File: src/verilog/srf_regs.svh
// constants of the slot readout sync framer: offsets, fields, masks, timing
// assumes inclusion by bare name from the framer and the bench
`ifndef SRF_REGS_SVH
`define SRF_REGS_SVH

// ==========================================================
// timing
`define SRF_CLK_NS 10
`define SRF_PHASE_NS 2500
`define SRF_FAST_DIV 2'h3

// ==========================================================
// register byte offsets
`define SRF_OFF_CTRL 5'h00
`define SRF_OFF_RING 5'h04
`define SRF_OFF_COL 5'h08
`define SRF_OFF_FLAGS 5'h0c
`define SRF_OFF_COMPL 5'h10
`define SRF_OFF_ALARM 5'h14
`define SRF_OFF_WSEL 5'h18
`define SRF_OFF_WDATA 5'h1c

// ==========================================================
// fields and reset values
`define SRF_CTRL_RUN 0
`define SRF_CTRL_START 1
`define SRF_RUN_RST 1'h0
`define SRF_WSEL_RST 5'h00
`define SRF_WORDS 24
`define SRF_RESP_OK 2'h0
`define SRF_RESP_ERR 2'h2

// ==========================================================
// ring and column positions
`define SRF_RING_PRIME 17'h01000
`define SRF_RING_PAR 5
`define SRF_RING_SYNC 14
`define SRF_RING_LAST 16
`define SRF_COL_DATA 15'h3def
`define SRF_COL_FIRST 15'h14a5
`define SRF_COL_TEST 15'h0842
`define SRF_COL_SYNC 15'h4210
`define SRF_COL_ONE 15'h0001
`define SRF_COL_CLR 15'h0800
`define SRF_COL_END 15'h4000

`endif

File: src/verilog/srf_pkg.sv
// types of the slot readout sync framer
// assumes nothing beyond a SystemVerilog compiler

// ==========================================================
// types
package srf_pkg;
	// timing phases, gray coded along the rotation
	typedef enum logic [1:0] {
		PH1 = 2'h0,
		PH2 = 2'h1,
		PH3 = 2'h3,
		PH4 = 2'h2
	} srf_phase_t;
	// line terminal outputs
	typedef struct packed {
		logic strobe;
		logic sync;
		logic l2;
		logic l1;
	} srf_line_t;
	// register decode result
	typedef struct packed {
		logic ok;
		logic [2:0] idx;
	} srf_sel_t;
	// slot and array word of a column position
	typedef struct packed {
		logic [1:0] slot;
		logic [3:0] word;
	} srf_pos_t;
endpackage : srf_pkg

File: src/verilog/srf_framer.sv
// slot readout sync framer: ring and column counters, framed word readout
// assumes one 100 MHz clock, an AXI4-Lite master on that clock, and that
// the storage arrays and slot completeness are filled over the bus
//
// Overview of operation
// RQ1: 7.5 us reset clears ring and shift registers at start, cols 5/10/15.
// RQ2: phase three ending reset sets prime, phase two clears; loads ring 13.
// RQ3: sync pattern 00S00 is shifted from ring 13 to 17 with empty registers.
// RQ4: ring 15 during sync pulses line sync and clears auto parity flag.
// RQ5: slow ring shift set by gated phase two, cleared by phase three.
// RQ6: ring 17 after sync wraps, sets fast shift, ends sync, steps column.
// RQ7: ring 6 gives substitute parity 1 on the lines for absent words; here line 1 only, line 2 gets its 1 at ring 17.
// RQ8: every fourth phase two pulse becomes the fast shift strobe.
// RQ9: word in first register moves into second before shifting out.
// RQ10: fast strobes set ring shift for one full ring cycle, ends at 17.
// RQ11: one-hot 15 column register steps via column shift flag.
// RQ12: column 1 sets search, steps burst counter, loads first word.
// RQ13: per slot, fast-shift first word, load second, shift both out.
// RQ14: slots read at columns 1-4, 6-9 and 11-14.
// RQ15: columns 2, 7, 12 test slot completeness to enable readout.
// RQ16: stepping to column 12 clears all three completeness flags.
// RQ17: columns 5, 10, 15 start sync generation, ring shift and ring sync.
// RQ18: column 15 toggles array phase, clears search, column wraps.
// RQ19: array phase selects which storage array is read out.
// RQ20: incomplete slot sends four substitute parity bits instead.
// RQ21: outgoing words checked for odd parity; even raises alarm, still sent.
// RQ22: four phases are single-cycle strobes 2.5 us apart.
// RQ23: global reset clears flags and loads initial one-hot states; here ring and column reset to all zero instead.
//
// Decided for this implementation: the AXI4-Lite interface to the registers and the register addresses.
`timescale 1ns/100ps
`default_nettype none
`include "srf_regs.svh"

module srf_framer
	import srf_pkg::*;
#(
	parameter int ADDR_W = 5,
	parameter int PHASE_CYC = `SRF_PHASE_NS / `SRF_CLK_NS
)(
	// clock, reset, enable
	input wire logic CLK,
	input wire logic NRST,
	input wire logic CE,
	// axi4-lite write channels
	input wire logic [ADDR_W-1:0] AWADDR,
	input wire logic AWVALID,
	output logic AWREADY,
	input wire logic [31:0] WDATA,
	input wire logic [3:0] WSTRB,
	input wire logic WVALID,
	output logic WREADY,
	output logic [1:0] BRESP,
	output logic BVALID,
	input wire logic BREADY,
	// axi4-lite read channels
	input wire logic [ADDR_W-1:0] ARADDR,
	input wire logic ARVALID,
	output logic ARREADY,
	output logic [31:0] RDATA,
	output logic [1:0] RRESP,
	output logic RVALID,
	input wire logic RREADY,
	// line terminals and status
	output var srf_line_t LINE,
	output logic SEARCH,
	output logic ARRAY_SEL,
	output logic BURST_STEP
);

	// ==========================================================
	// elaboration checks
	if (ADDR_W < 5 || PHASE_CYC < 2)
	begin : g_chk
		$error("srf_framer: ADDR_W or PHASE_CYC out of range");
	end

	// ==========================================================
	// functions
	function automatic srf_sel_t reg_sel(input logic [ADDR_W-1:0] a);
		// aligned word inside the eight-register window
		reg_sel = {(a[1:0] == 2'h0) && ((a >> 5) == '0), a[4:2]};
	endfunction : reg_sel

	// next column: wraps to 1 after 15, starts at 1 from empty
	function automatic logic [14:0] col_adv(input logic [14:0] c);
		col_adv = (c[14] || c == 15'h0000) ? `SRF_COL_ONE : {c[13:0], 1'b0};
	endfunction : col_adv

	function automatic srf_pos_t col_pos(input logic [14:0] c);
		col_pos = '0;
		for (int i = 0; i < 15; i++)
			if (c[i])
				col_pos = {2'(i / 5), 4'(i - i / 5)};
	endfunction : col_pos

	function automatic logic [31:0] strb_mask(input logic [3:0] s);
		for (int i = 0; i < 4; i++)
			strb_mask[i*8 +: 8] = {8{s[i]}};
	endfunction : strb_mask

	// ==========================================================
	// declarations
	logic [1:0] rst_q;
	logic rst_n;
	logic [$clog2(PHASE_CYC)-1:0] cnt;
	srf_phase_t ph;
	logic tick, run, start_req;
	logic g2, g3, g4, step, colstep, begin_sync, div_hit;
	logic slow_data, b1, b2, sub1, sub2;
	logic [16:0] ring, osr1, osr2;
	logic [14:0] col, ncol;
	logic rst_lvl, prime, rshift, fast, sync_gen, col_shift, rsync;
	logic search, phase_sel, ren, autopar, par1, par2;
	logic [1:0] div, alarm;
	logic [5:0] compl;
	logic [4:0] wsel, rd_idx;
	logic [16:0] mem [`SRF_WORDS];
	srf_pos_t npos;
	// bus
	logic aw_got, w_got, wr_fire;
	logic [ADDR_W-1:0] aw_a;
	logic [31:0] w_d, wm, sm;
	logic [3:0] w_s;
	srf_sel_t wsl, rsl;
	logic [31:0] rd_mux;

	// ==========================================================
	// reset release, two stages
	always_ff @(posedge CLK or negedge NRST)
	begin
		if (!NRST)
			rst_q <= 2'h0;
		else
			rst_q <= {rst_q[0], 1'b1};
	end
	assign rst_n = rst_q[1];

	// ==========================================================
	// phase strobes, one cycle each, 2.5 us apart
	always_ff @(posedge CLK or negedge rst_n)
	begin
		if (!rst_n)
		begin
			cnt <= '0;
			ph <= PH1;
		end
		else if (CE)
		begin
			cnt <= tick ? '0 : cnt + 1'b1; // RQ22
			if (tick)
			begin
				unique case (ph)
					PH1: ph <= PH2;
					PH2: ph <= PH3;
					PH3: ph <= PH4;
					PH4: ph <= PH1;
				endcase
			end
		end
	end

	// gated strobes and sequence events
	assign tick = (cnt == ($clog2(PHASE_CYC))'(PHASE_CYC - 1));
	assign g2 = tick & run & (ph == PH2);
	assign g3 = tick & run & (ph == PH3);
	assign g4 = tick & run & (ph == PH4);
	assign step = g3 & rshift & ~rst_lvl;
	assign ncol = col_adv(col);
	assign npos = col_pos(ncol);
	assign colstep = g4 & col_shift;
	assign begin_sync = g4 & (start_req | (col_shift & |(ncol & `SRF_COL_SYNC)));
	assign div_hit = g2 & (div == `SRF_FAST_DIV);
	assign slow_data = |(col & `SRF_COL_DATA) & ~fast & ~sync_gen;
	assign sub1 = ~ren & slow_data & autopar & ring[`SRF_RING_PAR];
	assign sub2 = ~ren & slow_data & ring[`SRF_RING_LAST];
	assign b1 = (osr1[16] & ren) | sub1;
	assign b2 = (osr2[16] & ren) | sub2;
	assign rd_idx = 5'(npos.word) + (phase_sel ? 5'h0c : 5'h00);

	// ==========================================================
	// reset level, prime and sync generation flags
	always_ff @(posedge CLK or negedge rst_n)
	begin
		if (!rst_n)
		begin
			rst_lvl <= 1'b0; // RQ23
			prime <= 1'b0;
			sync_gen <= 1'b0;
			rsync <= 1'b0;
		end
		else if (CE)
		begin
			if (begin_sync)
				rst_lvl <= 1'b1; // RQ1
			else if (g3)
				rst_lvl <= 1'b0;
			if (g3 & rst_lvl)
				prime <= 1'b1; // RQ2
			else if (g2)
				prime <= 1'b0;
			if (begin_sync)
				sync_gen <= 1'b1; // RQ17
			else if (step & ring[`SRF_RING_LAST])
				sync_gen <= 1'b0; // RQ6
			if (begin_sync)
				rsync <= 1'b1;
			else if (step & ring[`SRF_RING_SYNC])
				rsync <= 1'b0;
		end
	end

	// ==========================================================
	// ring shift, fast shift and divider
	always_ff @(posedge CLK or negedge rst_n)
	begin
		if (!rst_n)
		begin
			rshift <= 1'b0;
			fast <= 1'b0;
			div <= 2'h0;
		end
		else if (CE)
		begin
			if (g2)
				div <= div + 2'h1; // RQ8
			if (g3)
				rshift <= 1'b0; // RQ5
			else if (begin_sync || (fast & div_hit)) // RQ10
				rshift <= 1'b1;
			else if (g2 & ~fast & ~rst_lvl & (sync_gen | slow_data))
				rshift <= 1'b1; // RQ5
			// fast only while a first-of-pair word crosses over
			if (step & ring[`SRF_RING_LAST])
				fast <= |(ncol & `SRF_COL_FIRST); // RQ6 RQ10 RQ13
		end
	end

	// ==========================================================
	// 17-position ring counter
	always_ff @(posedge CLK or negedge rst_n)
	begin
		if (!rst_n)
			ring <= 17'h00000; // RQ23
		else if (CE)
		begin
			if (g3 & rst_lvl)
				ring <= `SRF_RING_PRIME; // RQ2
			else if (rst_lvl)
				ring <= 17'h00000; // RQ1
			else if (prime)
				ring <= ring | `SRF_RING_PRIME; // RQ2
			else if (step)
				ring <= {ring[15:0], ring[16]}; // RQ6
		end
	end

	// ==========================================================
	// column register and its shift flag
	always_ff @(posedge CLK or negedge rst_n)
	begin
		if (!rst_n)
		begin
			col <= 15'h0000; // RQ23
			col_shift <= 1'b0;
		end
		else if (CE)
		begin
			if (step & ring[`SRF_RING_LAST])
				col_shift <= 1'b1; // RQ11
			else if (colstep)
				col_shift <= 1'b0;
			if (colstep)
				col <= ncol; // RQ11 RQ18
		end
	end

	// ==========================================================
	// search, array phase, burst step
	always_ff @(posedge CLK or negedge rst_n)
	begin
		if (!rst_n)
		begin
			search <= 1'b0;
			phase_sel <= 1'b0;
			BURST_STEP <= 1'b0;
		end
		else if (CE)
		begin
			BURST_STEP <= colstep & (ncol == `SRF_COL_ONE); // RQ12
			if (colstep & (ncol == `SRF_COL_ONE))
				search <= 1'b1; // RQ12
			else if (colstep & (ncol == `SRF_COL_END))
				search <= 1'b0; // RQ18
			if (colstep & (ncol == `SRF_COL_END))
				phase_sel <= ~phase_sel; // RQ18 RQ19
		end
	end
	assign SEARCH = search;
	assign ARRAY_SEL = phase_sel;

	// ==========================================================
	// completeness flags and readout enable
	always_ff @(posedge CLK or negedge rst_n)
	begin
		if (!rst_n)
		begin
			compl <= 6'h00;
			ren <= 1'b0;
		end
		else if (CE)
		begin
			// a bus set in the clearing cycle survives
			compl <= (compl & ~((colstep && ncol == `SRF_COL_CLR) ?
				(phase_sel ? 6'h38 : 6'h07) : 6'h00)) | // RQ16
				((wr_fire && wsl.ok && wsl.idx == `SRF_OFF_COMPL >> 2) ?
				wm[5:0] : 6'h00);
			if (colstep & |(ncol & `SRF_COL_TEST))
				ren <= compl[3'(npos.slot) + (phase_sel ? 3'h3 : 3'h0)]; // RQ15
			else if (colstep & |(ncol & `SRF_COL_SYNC))
				ren <= 1'b0;
		end
	end

	// ==========================================================
	// output shift registers
	always_ff @(posedge CLK or negedge rst_n)
	begin
		if (!rst_n)
		begin
			osr1 <= 17'h00000;
			osr2 <= 17'h00000;
		end
		else if (CE)
		begin
			if (rst_lvl)
			begin
				osr1 <= 17'h00000; // RQ1
				osr2 <= 17'h00000;
			end
			else if (colstep & |(ncol & `SRF_COL_DATA))
				osr1 <= mem[rd_idx]; // RQ12 RQ14 RQ19
			else if (step)
			begin
				osr1 <= {osr1[15:0], 1'b0}; // RQ9 RQ13
				osr2 <= {osr2[15:0], osr1[16]};
			end
		end
	end

	// ==========================================================
	// line drive, auto parity, parity check
	always_ff @(posedge CLK or negedge rst_n)
	begin
		if (!rst_n)
		begin
			LINE <= '0;
			autopar <= 1'b0;
			par1 <= 1'b0;
			par2 <= 1'b0;
		end
		else if (CE)
		begin
			// fast crossings never reach the lines
			LINE.strobe <= step & ~fast; // RQ3
			LINE.sync <= step & rsync & ring[`SRF_RING_SYNC]; // RQ4
			if (step & ~fast)
			begin
				LINE.l1 <= b1; // RQ7 RQ20
				LINE.l2 <= b2; // RQ13 RQ20
			end
			if (step & sync_gen & ring[`SRF_RING_SYNC])
				autopar <= 1'b0; // RQ4
			else if (step & ~sync_gen & ring[`SRF_RING_LAST])
				autopar <= 1'b1;
			if (step & slow_data)
			begin
				par1 <= ring[`SRF_RING_LAST] ? 1'b0 : par1 ^ b1; // RQ21
				par2 <= ring[`SRF_RING_LAST] ? 1'b0 : par2 ^ b2;
			end
		end
	end

	// alarm: sticky, set beats a clear in the same cycle
	always_ff @(posedge CLK or negedge rst_n)
	begin
		if (!rst_n)
			alarm <= 2'h0;
		else if (CE)
			alarm <= (alarm & ~((wr_fire && wsl.ok &&
				wsl.idx == `SRF_OFF_ALARM >> 2) ? wm[1:0] : 2'h0)) |
				((step & slow_data & ring[`SRF_RING_LAST]) ?
				{~(par2 ^ b2), ~(par1 ^ b1)} : 2'h0); // RQ21
	end

	// ==========================================================
	// bus: control and storage writes
	assign wsl = reg_sel(aw_a);
	assign sm = strb_mask(w_s);
	assign wm = w_d & sm;
	assign wr_fire = aw_got & w_got & ~BVALID;

	always_ff @(posedge CLK or negedge rst_n)
	begin
		if (!rst_n)
		begin
			run <= `SRF_RUN_RST;
			start_req <= 1'b0;
			wsel <= `SRF_WSEL_RST;
		end
		else if (CE)
		begin
			if (wr_fire && wsl.ok && wsl.idx == `SRF_OFF_CTRL >> 2 && w_s[0])
				run <= w_d[`SRF_CTRL_RUN];
			if (wr_fire && wsl.ok && wsl.idx == `SRF_OFF_CTRL >> 2 &&
				wm[`SRF_CTRL_START])
				start_req <= 1'b1; // RQ23
			else if (g4)
				start_req <= 1'b0;
			if (wr_fire && wsl.ok && wsl.idx == `SRF_OFF_WSEL >> 2 && w_s[0])
				wsel <= w_d[4:0];
		end
	end

	// storage arrays, one word per data column
	always_ff @(posedge CLK)
	begin
		if (CE && wr_fire && wsl.ok && wsl.idx == `SRF_OFF_WDATA >> 2 &&
			wsel < 5'(`SRF_WORDS))
			mem[wsel] <= (mem[wsel] & ~sm[16:0]) | wm[16:0];
	end

	// write handshake: address and data in any order
	always_ff @(posedge CLK or negedge rst_n)
	begin
		if (!rst_n)
		begin
			{aw_got, w_got, BVALID} <= 3'h0;
			{AWREADY, WREADY} <= 2'h3;
			aw_a <= '0;
			w_d <= 32'h00000000;
			w_s <= 4'h0;
			BRESP <= `SRF_RESP_OK;
		end
		else if (CE)
		begin
			if (AWREADY & AWVALID)
			begin
				aw_got <= 1'b1;
				AWREADY <= 1'b0;
				aw_a <= AWADDR;
			end
			if (WREADY & WVALID)
			begin
				w_got <= 1'b1;
				WREADY <= 1'b0;
				w_d <= WDATA;
				w_s <= WSTRB;
			end
			if (wr_fire)
			begin
				BVALID <= 1'b1;
				BRESP <= (wsl.ok && !(wsl.idx == `SRF_OFF_WDATA >> 2 &&
					wsel >= 5'(`SRF_WORDS))) ? `SRF_RESP_OK : `SRF_RESP_ERR;
			end
			if (BVALID & BREADY)
			begin
				{aw_got, w_got, BVALID} <= 3'h0;
				{AWREADY, WREADY} <= 2'h3;
			end
		end
	end

	// ==========================================================
	// bus: reads
	assign rsl = reg_sel(ARADDR);
	always_comb
	begin
		rd_mux = 32'h00000000;
		unique case (rsl.idx)
			`SRF_OFF_CTRL >> 2: rd_mux = {30'h0, start_req, run};
			`SRF_OFF_RING >> 2: rd_mux = {15'h0, ring};
			`SRF_OFF_COL >> 2: rd_mux = {17'h0, col};
			`SRF_OFF_FLAGS >> 2: rd_mux = {24'h0, autopar, col_shift, rshift,
				ren, sync_gen, fast, search, phase_sel};
			`SRF_OFF_COMPL >> 2: rd_mux = {26'h0, compl};
			`SRF_OFF_ALARM >> 2: rd_mux = {30'h0, alarm};
			`SRF_OFF_WSEL >> 2: rd_mux = {27'h0, wsel};
			`SRF_OFF_WDATA >> 2: rd_mux = (wsel < 5'(`SRF_WORDS)) ?
				{15'h0, mem[wsel]} : 32'h00000000;
		endcase
	end

	always_ff @(posedge CLK or negedge rst_n)
	begin
		if (!rst_n)
		begin
			ARREADY <= 1'b1;
			RVALID <= 1'b0;
			RDATA <= 32'h00000000;
			RRESP <= `SRF_RESP_OK;
		end
		else if (CE)
		begin
			if (ARREADY & ARVALID)
			begin
				ARREADY <= 1'b0;
				RVALID <= 1'b1;
				RDATA <= rsl.ok ? rd_mux : 32'h00000000;
				RRESP <= rsl.ok ? `SRF_RESP_OK : `SRF_RESP_ERR;
			end
			else if (RVALID & RREADY)
			begin
				RVALID <= 1'b0;
				ARREADY <= 1'b1;
			end
		end
	end

endmodule : srf_framer
`default_nettype wire

File: config.mk
export PLATFORM = sky130hd
export DESIGN_NAME = srf_framer
export DESIGN_NICKNAME = d
export VERILOG_FILES = /design/src/verilog/srf_pkg.sv /design/src/verilog/srf_framer.sv
export VERILOG_INCLUDE_DIRS = /design/src /design/src/verilog
export SDC_FILE = /design/constraint.sdc
export NUM_CORES = 1
export LEC_CHECK = 0
export BUFFER_PORTS_ARGS = -buffer_cell sky130_fd_sc_hd__buf_2
export CAP_MARGIN = 30
export CORE_AREA = 2 2 284 286
export CTS_CLUSTER_SIZE = 24
export DETAILED_ROUTE_END_ITERATION = 6
export DIE_AREA = 0 0 286 288
export GPL_TIMING_DRIVEN = 0
export HOLD_SLACK_MARGIN = 0.1
export PLACE_DENSITY = 0.55
export SETUP_SLACK_MARGIN = 0.15
export SLEW_MARGIN = 20
export SYNTH_ARGS = -nofsm -noshare
export SYNTH_HDL_FRONTEND = slang
export SYNTH_SLANG_ARGS = --single-unit
File: constraint.sdc
create_clock -name CLK -period 6 [get_ports CLK]
set_clock_uncertainty 0.15 [all_clocks]
set_input_delay 0.9 -clock CLK [delete_from_list [all_inputs] [get_ports CLK]]
set_output_delay 0.9 -clock CLK [all_outputs]
set_load 0.01 [all_outputs]
Word-level counts from Yosys, hierarchy flattened
Memory sizes are Yosys's and may differ from the RTL's. Index checks and enable logic that the tools add are counted.

Register bits after elaboration: 181. Memory bits (writable): 408. Input bits: 54. Logic and storage cells: 302. Memories kept: 1.

Memories: mem (words 24, bits a word 17, rd ports 2, clocked after Yosys merged registers in 0, write ports 1, line srf_framer.sv:118) `` logic [16:0] mem [`SRF_WORDS]; ``.

Add/sub/neg operators: 4. $lt $le $gt $ge: 3. Eq/ne operators: 21. Multiplexer cells: 80. Bitwise logic cells: 70. Reductions and logical operators: 78.

Operators with widths (count): $pmux W32 S8 (1); $mux W17 (11); $mux W6 (16); $reduce_and A2 Y1 (29); $and A1 B1 Y1 (46); $mux W1 (41); $and A17 B17 Y17 (2); $mux W32 (1); $reduce_bool A2 Y1 (14); $eq A3 B3 Y1 const B (8); $reduce_or A12 Y1 (2); $not A17 Y17 (1); $or A17 B17 Y17 (1); $eq A15 B1 Y1 const B (1); $eq A15 B12 Y1 const B (1); $eq A15 B15 Y1 const B (1); $logic_and A1 B1 Y1 (15); $logic_not A15 Y1 (1); $mux W15 (1); $mux W2 (5); $reduce_bool A3 Y1 (3); $add A8 B1 Y8 const B (1); $eq A8 B8 Y1 const B (1); $mux W8 (1); 32 further kinds (52).

Longest topological paths before layout
Gate-level depths: netlist of run 1.

Depth in word-level cells: 21. Gate-level depth with buffers: 15. Mapped depth without buffers: 13.

Worst setup path before layout of run 1
No wires, ideal clock.

Kind: reg2reg. From: reg col[9]. To: reg osr1[10]. Library setup time: 0.069 ns. Arrival time: 3.367 ns. Data required time: 5.781 ns. Path slack: 2.414 ns. Stages on the path, launching flop included: 15. Buffers on the path: 2. Period minus slack after synthesis: 3.586 ns. Cell sequence: dfrtp_1 buf_6 or4_4 nor4_4 nor2_1 inv_1 nor2_1 ha_1 fa_1 nand2_1 or2_2 clkbuf_1 a31oi_1 nand4_1 nand3_1.

Longest elaborated chain between the ends: 21. Elaborated cells between the ends (all ways): 25.

Ends and longest elaborated chain: from (decl) (line srf_framer.sv:112) `logic [14:0] col, ncol;`; from (signal assigned) (line srf_framer.sv:274) `col <= ncol;`; $logic_not A15 Y1 (line srf_framer.sv:87) `` col_adv = (c[14] || c == 15'h0000) ? `SRF_COL_ONE : {c[13:0], 1'b0}; ``; $logic_or A1 B1 Y1 (line srf_framer.sv:87); $mux W15 (*) (line srf_framer.sv:87); $mux W1 (line srf_framer.sv:93) `if (c[i])`; $mux W6 (13 in a row) (line srf_framer.sv:93); $add A4 B4 Y5 (line srf_framer.sv:179) `assign rd_idx = 5'(npos.word) + (phase_sel ? 5'h0c : 5'h00);`; $mem_v2 Z24 W17; $mux W17 (line srf_framer.sv:341) `` else if (colstep & |(ncol & `SRF_COL_DATA)) ``; $mux W17 (line srf_framer.sv:336) `if (rst_lvl)`; to (signal assigned) (line srf_framer.sv:342) `osr1 <= mem[rd_idx];`; to (signal assigned) (line srf_framer.sv:345) `osr1 <= {osr1[15:0], 1'b0};`; to (decl) (line srf_framer.sv:111) `logic [16:0] ring, osr1, osr2;`.

Every way passes the cells marked *; elsewhere a longest branch is shown, timed or not. A chain may end at the register's enable or synchronous reset.

Final worst setup path of run 1
From: reg col[9]. To: reg osr1[9].

The elaborated chain is that of the path after synthesis.

==> flow_summary.yaml, run 1 <==
status:
  status: "finished, violations left"
  violations: "design-rule violations"
power_and_ir_drop:
  p_int_w: 0.00774
  seqPwrFrac_pct: 46.4
  sw_frac_of_total_pct: 28.7
  vdd_drop_max_v: 0.000186
  clock_power_share_pct: 37.5
  power_frac_comb_pct: 16.1
  p_per_area_nw_per_um2: 350
  p_sw_w: 0.00312
  p_leak_nw: 11.2
floorplan:
  start_util_pct: 33.6
  core_area_um2: 79600
  dieHeight_um: 288
  fp.dieW_um: 286
  core.rowCount: 104
  io_pins: 102
  dieArea_um2: 82400
clock_tree:
  ctsResizeCount: 0
  cts_tree: "yes"
  cts_buffers: 66
  root_buffer: "clkbuf_16"
  clockBufferDepth: 3
  clock_sinks: 572
  clk-insertion-delay-late_ps: 630
  htreeDepth: 3
  clk_pin_slew_worst_paths_ps: 60
  cts_setup_buffers: 0
finish:
  final_common_cell: "edfxtp_1"
  layout-drive-gt1-share_pct: 20.9
  diodes: 0
  final_cell_mix: "408 x edfxtp_1, 391 x nand2_1, 160 x dfrtp_1"
  final_nets: 2294
  area_growth_pct: 16.1
logic_synthesis:
  synthTopCellsByArea: "edfxtp_1 46%, dfrtp_1 15%, mux4_2 8.7%, nand2_1 5.5%, mux2_2 3.4%"
  yosysSeqAreaShare_pct: 61.1
  ys_warn_count: 0
  synth-edff-count: 408
  syn_area_um2: 26800
  avgSynthCellArea_um2: 13.0
  ys.flop_type: "edfxtp_1"
  ys_ff_latch: 572
  synth_cells: 2066
  async_flop_share_pct: 28.7
  yosysUniqueCellTypes: 78
  synth_top_area_share_pct: 45.8
  synth_top_area_cell: "edfxtp_1"
sta:
  fin_crit_ps: 5430
  slew_viol_final: 0
  fin_tns_setup_ps: 0
  worst_slew_pin_slew_ps: 1140
  max_freq_mhz: 184
  fin_crit_sh_pct: 90.6
  setup_viol: 0
  rsz0062_at_grt: "false"
  max_slew_margin_pct: 24.2
  finalWorstSetupSlack_ps: 566
  hold_viol: 0
place:
  place_congestion: 0.929
  io_buffers: 67
  place_hpwl_um: 67400
  dp_slack_ps: 732
grt:
  grt_pass1_wl_um: 138000
  gr-total-overflow: 0
  grt_pass1_vias: 19500
  grt_max_degree: 55
  grt_util_all_layers_pct: 23.3
  antenna_found_initial: 0
routing:
  firstDrtPassIters: 7
  drc: 3
  drt_iter0_drc: 2639
  wl_um: 97200
  post_drt_wl_per_cell_um: 29.1
  dr_total_vias: 19800
  routed_via_density: 5.92
  ant_nets: 0
setup_path:
  critPathKind: "register to register"
  r2r_slack_ps: 570
  end_kind: "register"
  critPathMaxFanout: 10
  reg2reg_depth: 14
  cp-start-kind: "register"
  arrival_ps: 5760
  crit_required_ps: 6330
hold_path:
  hold_path_class: "register to asynchronous set/reset pin"
job:
  cap_violations: 0
area by class of cell:
| type | count | area (µm²) |
|---|---|---|
| Fill cell | 7533 | 48600 |
| Inverter | 17 | 63.8 |
| Clock inverter | 32 | 299 |
| Timing Repair Buffer | 83 | 574 |
| Sequential cell | 572 | 16400 |
| Tap cell | 1060 | 1330 |
| Multi-Input combinational cell | 1337 | 9870 |
| Buffer | 156 | 746 |
| Clock buffer | 88 | 1840 |
final timing paths:
kind,from,endpoint
worst max register to register,col[9]$_DFFE_PN0P_,osr1[9]$_DFFE_PN0P_
worst min-delay path,rst_q[1]$_DFF_PN0_,ring[8]$_DFFE_PN0P_
worst min register to register,rst_q[1]$_DFF_PN0_,ring[8]$_DFFE_PN0P_
max in group asynchronous,rst_q[1]$_DFF_PN0_,WREADY$_DFFE_PN1P_
min in group CLK,rst_q[0]$_DFF_PN0_,rst_q[1]$_DFF_PN0_
worst max-delay path,col[9]$_DFFE_PN0P_,osr1[9]$_DFFE_PN0P_
sequential cells by signal, summed over array words and instances, names as in the netlist, 2 cells and up:
signal  cells
w_s         3
alarm       2
col        15
RDATA      17
LINE        4
ph          2
div         2
osr2       17
mem       408
ring       17
w_d        17
compl       6
cnt         8
osr1       17
rst_q       2
aw_a        5
wsel        5
timing repair:
| action | CTS | global route |
|---|---|---|
| hold buffers | 1 | 0 |
| setup endpoints to repair | 0 | 0 |
| endpoints found under the hold margin | 2 | 0 |
kinds of logic after synthesis:
group | after synthesis | share of synthesized area [%]
xor gates and xnor gates | 8 | 0.262
other | 2 | 0.0280
buffers and inverters | 173 | 3.00
muxes | 220 | 13.4
AOI/OAI and AO/OA | 353 | 9.37
adders and majority gates | 7 | 0.383
DFF | 572 | 61.1
and+or+nand+nor | 731 | 12.4
through the flow:
| stage | area [µm²] | util [%] | total power (W) | hold WS (ps) | cells |
|---|---|---|---|---|---|
| after detailed placement | 28900 | 36.3 | 0.00687 | 150 | 3220 |
| after CTS | 31000 | 39.0 | 0.0109 | 155 | 3341 |
| after floorplan | 26800 | - | 0.00598 | 181 | 2082 |
| after global placement | 28500 | 35.8 | 0.00677 | 192 | 3209 |
| after global routing | 31100 | 39.0 | 0.0112 | 176 | 3345 |
| final | 31100 | 39.0 | 0.0109 | 133 | 3345 |
layer usage:
layer	track usage [%]	routed length [µm]
met2	37.9	46000
met1	29.5	37500
met5	0	0
met3	4.70	8780
met4	11.9	4950
power by group through the flow:
stage               registers, W  logic, W  clock network (W)
detailed placement       0.00512   0.00175                  0
global route             0.00506   0.00186            0.00425
CTS                      0.00504   0.00175            0.00410
finish                   0.00504   0.00175            0.00408
floorplan                0.00507  0.000916                  0
global placement         0.00513   0.00164                  0
cell usage after synthesis, drive strengths merged, types with 34 or more instances:
cell type  number
edfxtp        408
nand2         392
clkbuf         84
mux2i          37
o21ai          65
a21oi          42
a31oi          40
buf            72
mux4          103
a22oi          52
nor2           81
nand3         112
a211oi         34
dfrtp         161
mux2           80
worst max-delay path: stages (launching register included):
cell and delay (ps):
dfrtp_1 370, buf_6 140, or4_4 590, nor4_4 420, nor2_1 230, inv_1 150
nor2_1 70, ha_1 300, buf_2 250, clkbuf_1 380, nor2_2 880, clkbuf_1 730
nand3_1 160, a31oi_1 290, o21ai_0 170
Note: power is estimated with default switching activity, not from simulation.
==> inputs of run 2 (changes only) <==
Settings changed: CAP_MARGIN 30 to 25, REMOVE_ABC_BUFFERS set to 1.
==> run 2 against run 1 <==
Against the previous run:
- the flow now finishes without violations
- maximum frequency fell by 2.2%
- hold slack improved by 1.2 ps
- critical path depth grew 1
- global-route usage decreased by 3.0 points
- total power is 5.8% lower
- combinational power fell by 20%
- first-iteration DRC count down 26%
- sequential power is 2% higher
- critical path type unchanged
==> flow_summary.yaml, run 2 (same netlist as run 1, synthesis figures left out) <==
floorplan:
  core_area_um2: 79600
  dieArea_um2: 82400
  dieHeight_um: 288
  core.rowCount: 104
  io_pins: 102
  start_util_pct: 33.6
  fp.dieW_um: 286
place:
  io_buffers: 68
  place_hpwl_um: 56500
  dp_slack_ps: 533
  place_congestion: 0.879
routing:
  firstDrtPassIters: 6
  dr_total_vias: 18600
  post_drt_wl_per_cell_um: 26.3
  drt_iter0_drc: 1949
  drc: 0
  wl_um: 84800
  routed_via_density: 5.78
  ant_nets: 0
sta:
  max_slew_margin_pct: 35.3
  timing.hold.ws_ps: 135
  fin_crit_sh_pct: 92.6
  finalWorstSetupSlack_ps: 442
  slew_viol_final: 0
  setup_viol: 0
  worst_slew_pin_slew_ps: 966
  hold_viol: 0
  rsz0062_at_grt: "false"
  max_freq_mhz: 180
  fin_crit_ps: 5560
setup_path:
  cp-start-kind: "register"
  r2r_slack_ps: 440
  critPathKind: "register to register"
  critPathMaxFanout: 18
  reg2reg_depth: 15
  arrival_ps: 5920
  end_kind: "register"
  crit_required_ps: 6370
clock_tree:
  root_buffer: "clkbuf_16"
  clock_sinks: 572
  clk-insertion-delay-late_ps: 650
  clockBufferDepth: 3
  cts_buffers: 59
  clk_pin_slew_worst_paths_ps: 70
  cts_tree: "yes"
  htreeDepth: 2
power_and_ir_drop:
  vdd_drop_max_v: 0.000220
  clock_power_share_pct: 36.0
  p_int_w: 0.00745
  p_leak_nw: 11.2
  p_per_area_nw_per_um2: 327
  power.total_w: 0.0102
  sw_frac_of_total_pct: 27.2
  seqPwrFrac_pct: 50.3
  p_sw_w: 0.00279
  power_frac_comb_pct: 13.7
status:
  status: "completed"
finish:
  multi_input_area_um2: 9960
  final_core_util_pct: 39.4
  largest_reg_flops: 408
  final_nets: 2177
  seqCellArea_um2: 16400
  final_cell_mix: "408 x edfxtp_1, 388 x nand2_1, 156 x dfrtp_1"
  diodes: 0
  layout-drive-gt1-share_pct: 21.8
  top_register: "mem"
  fill_cells: 7413
  final_common_cell: "edfxtp_1"
  area_growth_pct: 17.1
grt:
  use_met2_pct: 32.0
  grt_use_met1_pct: 28.2
  grt_max_degree: 55
  top_usage_layer: "met2"
  gr-total-overflow: 0
  grt_pass1_vias: 18400
  grt_pass1_wl_um: 124000
  grt_use_met3_pct: 3.50
  antenna_found_initial: 1
  grt_util_all_layers_pct: 20.3
job:
  cap_violations: 0
hold_path:
  hold_path_class: "register to asynchronous set/reset pin"
[run 2: area by class of cell]
class	count	share of cell area, %
inverter	17	0.204
clock inverter	29	0.842
clock buffer	82	5.38
multi-input combinational	1337	31.8
tap	1060	4.23
sequential	572	52.2
timing repair buffer	129	5.34
[run 2: stage by stage]
| stage | area [µm²] | std cells | TNS, ps |
|---|---|---|---|
| 6_report | 31300 | 3226 | 0 |
| 5_1_grt | 31300 | 3226 | 0 |
| 4_1_cts | 31300 | 3225 | 0 |
| 3_5_place_dp | 29400 | 3113 | 0 |
| 3_3_place_gp | 27800 | 3054 | -2696330 |
| 2_1_floorplan | 26100 | 1926 | -46400 |
[run 2: routing by layer]
metal / vias to the layer above / share of wire [%]
met5: - / 0.025
met4: 4 / 4.0
met3: 179 / 9.3
met2: 934 / 46
met1: 9529 / 41
li1: 7998 / -
[run 2: power by group through the flow]
stage / logic [W] / clock network [W] / registers [W]
2_1_floorplan: 0.000835 / 0 / 0.00516
3_3_place_gp: 0.00127 / 0 / 0.00532
3_5_place_dp: 0.00141 / 0 / 0.00522
4_1_cts: 0.00141 / 0.00375 / 0.00514
5_1_grt: 0.00152 / 0.00391 / 0.00516
6_report: 0.00140 / 0.00369 / 0.00515
[run 2: final timing paths]
path,startpoint,end
max,col[9]$_DFFE_PN0P_,osr1[6]$_DFFE_PN0P_
min,rst_q[1]$_DFF_PN0_,cnt[0]$_DFFE_PN0P_
max reg2reg,col[9]$_DFFE_PN0P_,osr1[6]$_DFFE_PN0P_
min reg2reg,rst_q[1]$_DFF_PN0_,cnt[0]$_DFFE_PN0P_
max in group asynchronous,rst_q[1]$_DFF_PN0_,col[3]$_DFFE_PN0P_
min in group CLK,rst_q[0]$_DFF_PN0_,rst_q[1]$_DFF_PN0_
[run 2: timing repair]
action | in CTS | in global routing
hold buffers | 1 | 0
buffers inserted | 0 | 0
resized for setup | 0 | 0
endpoints found under the hold margin | 2 | 0
[run 2: worst max-delay path, cell delays in order, from the launching register on]
cell and delay (ps):
dfrtp_1 500, or4_4 640, nor4_4 480, nor2_1 230, inv_1 190, nor2_1 80, ha_2 680, inv_1 560
nor3_4 620, buf_6 230, buf_8 170, buf_8 190, and3_1 170, a211oi_1 50, a222oi_1 350, nand3_1 110
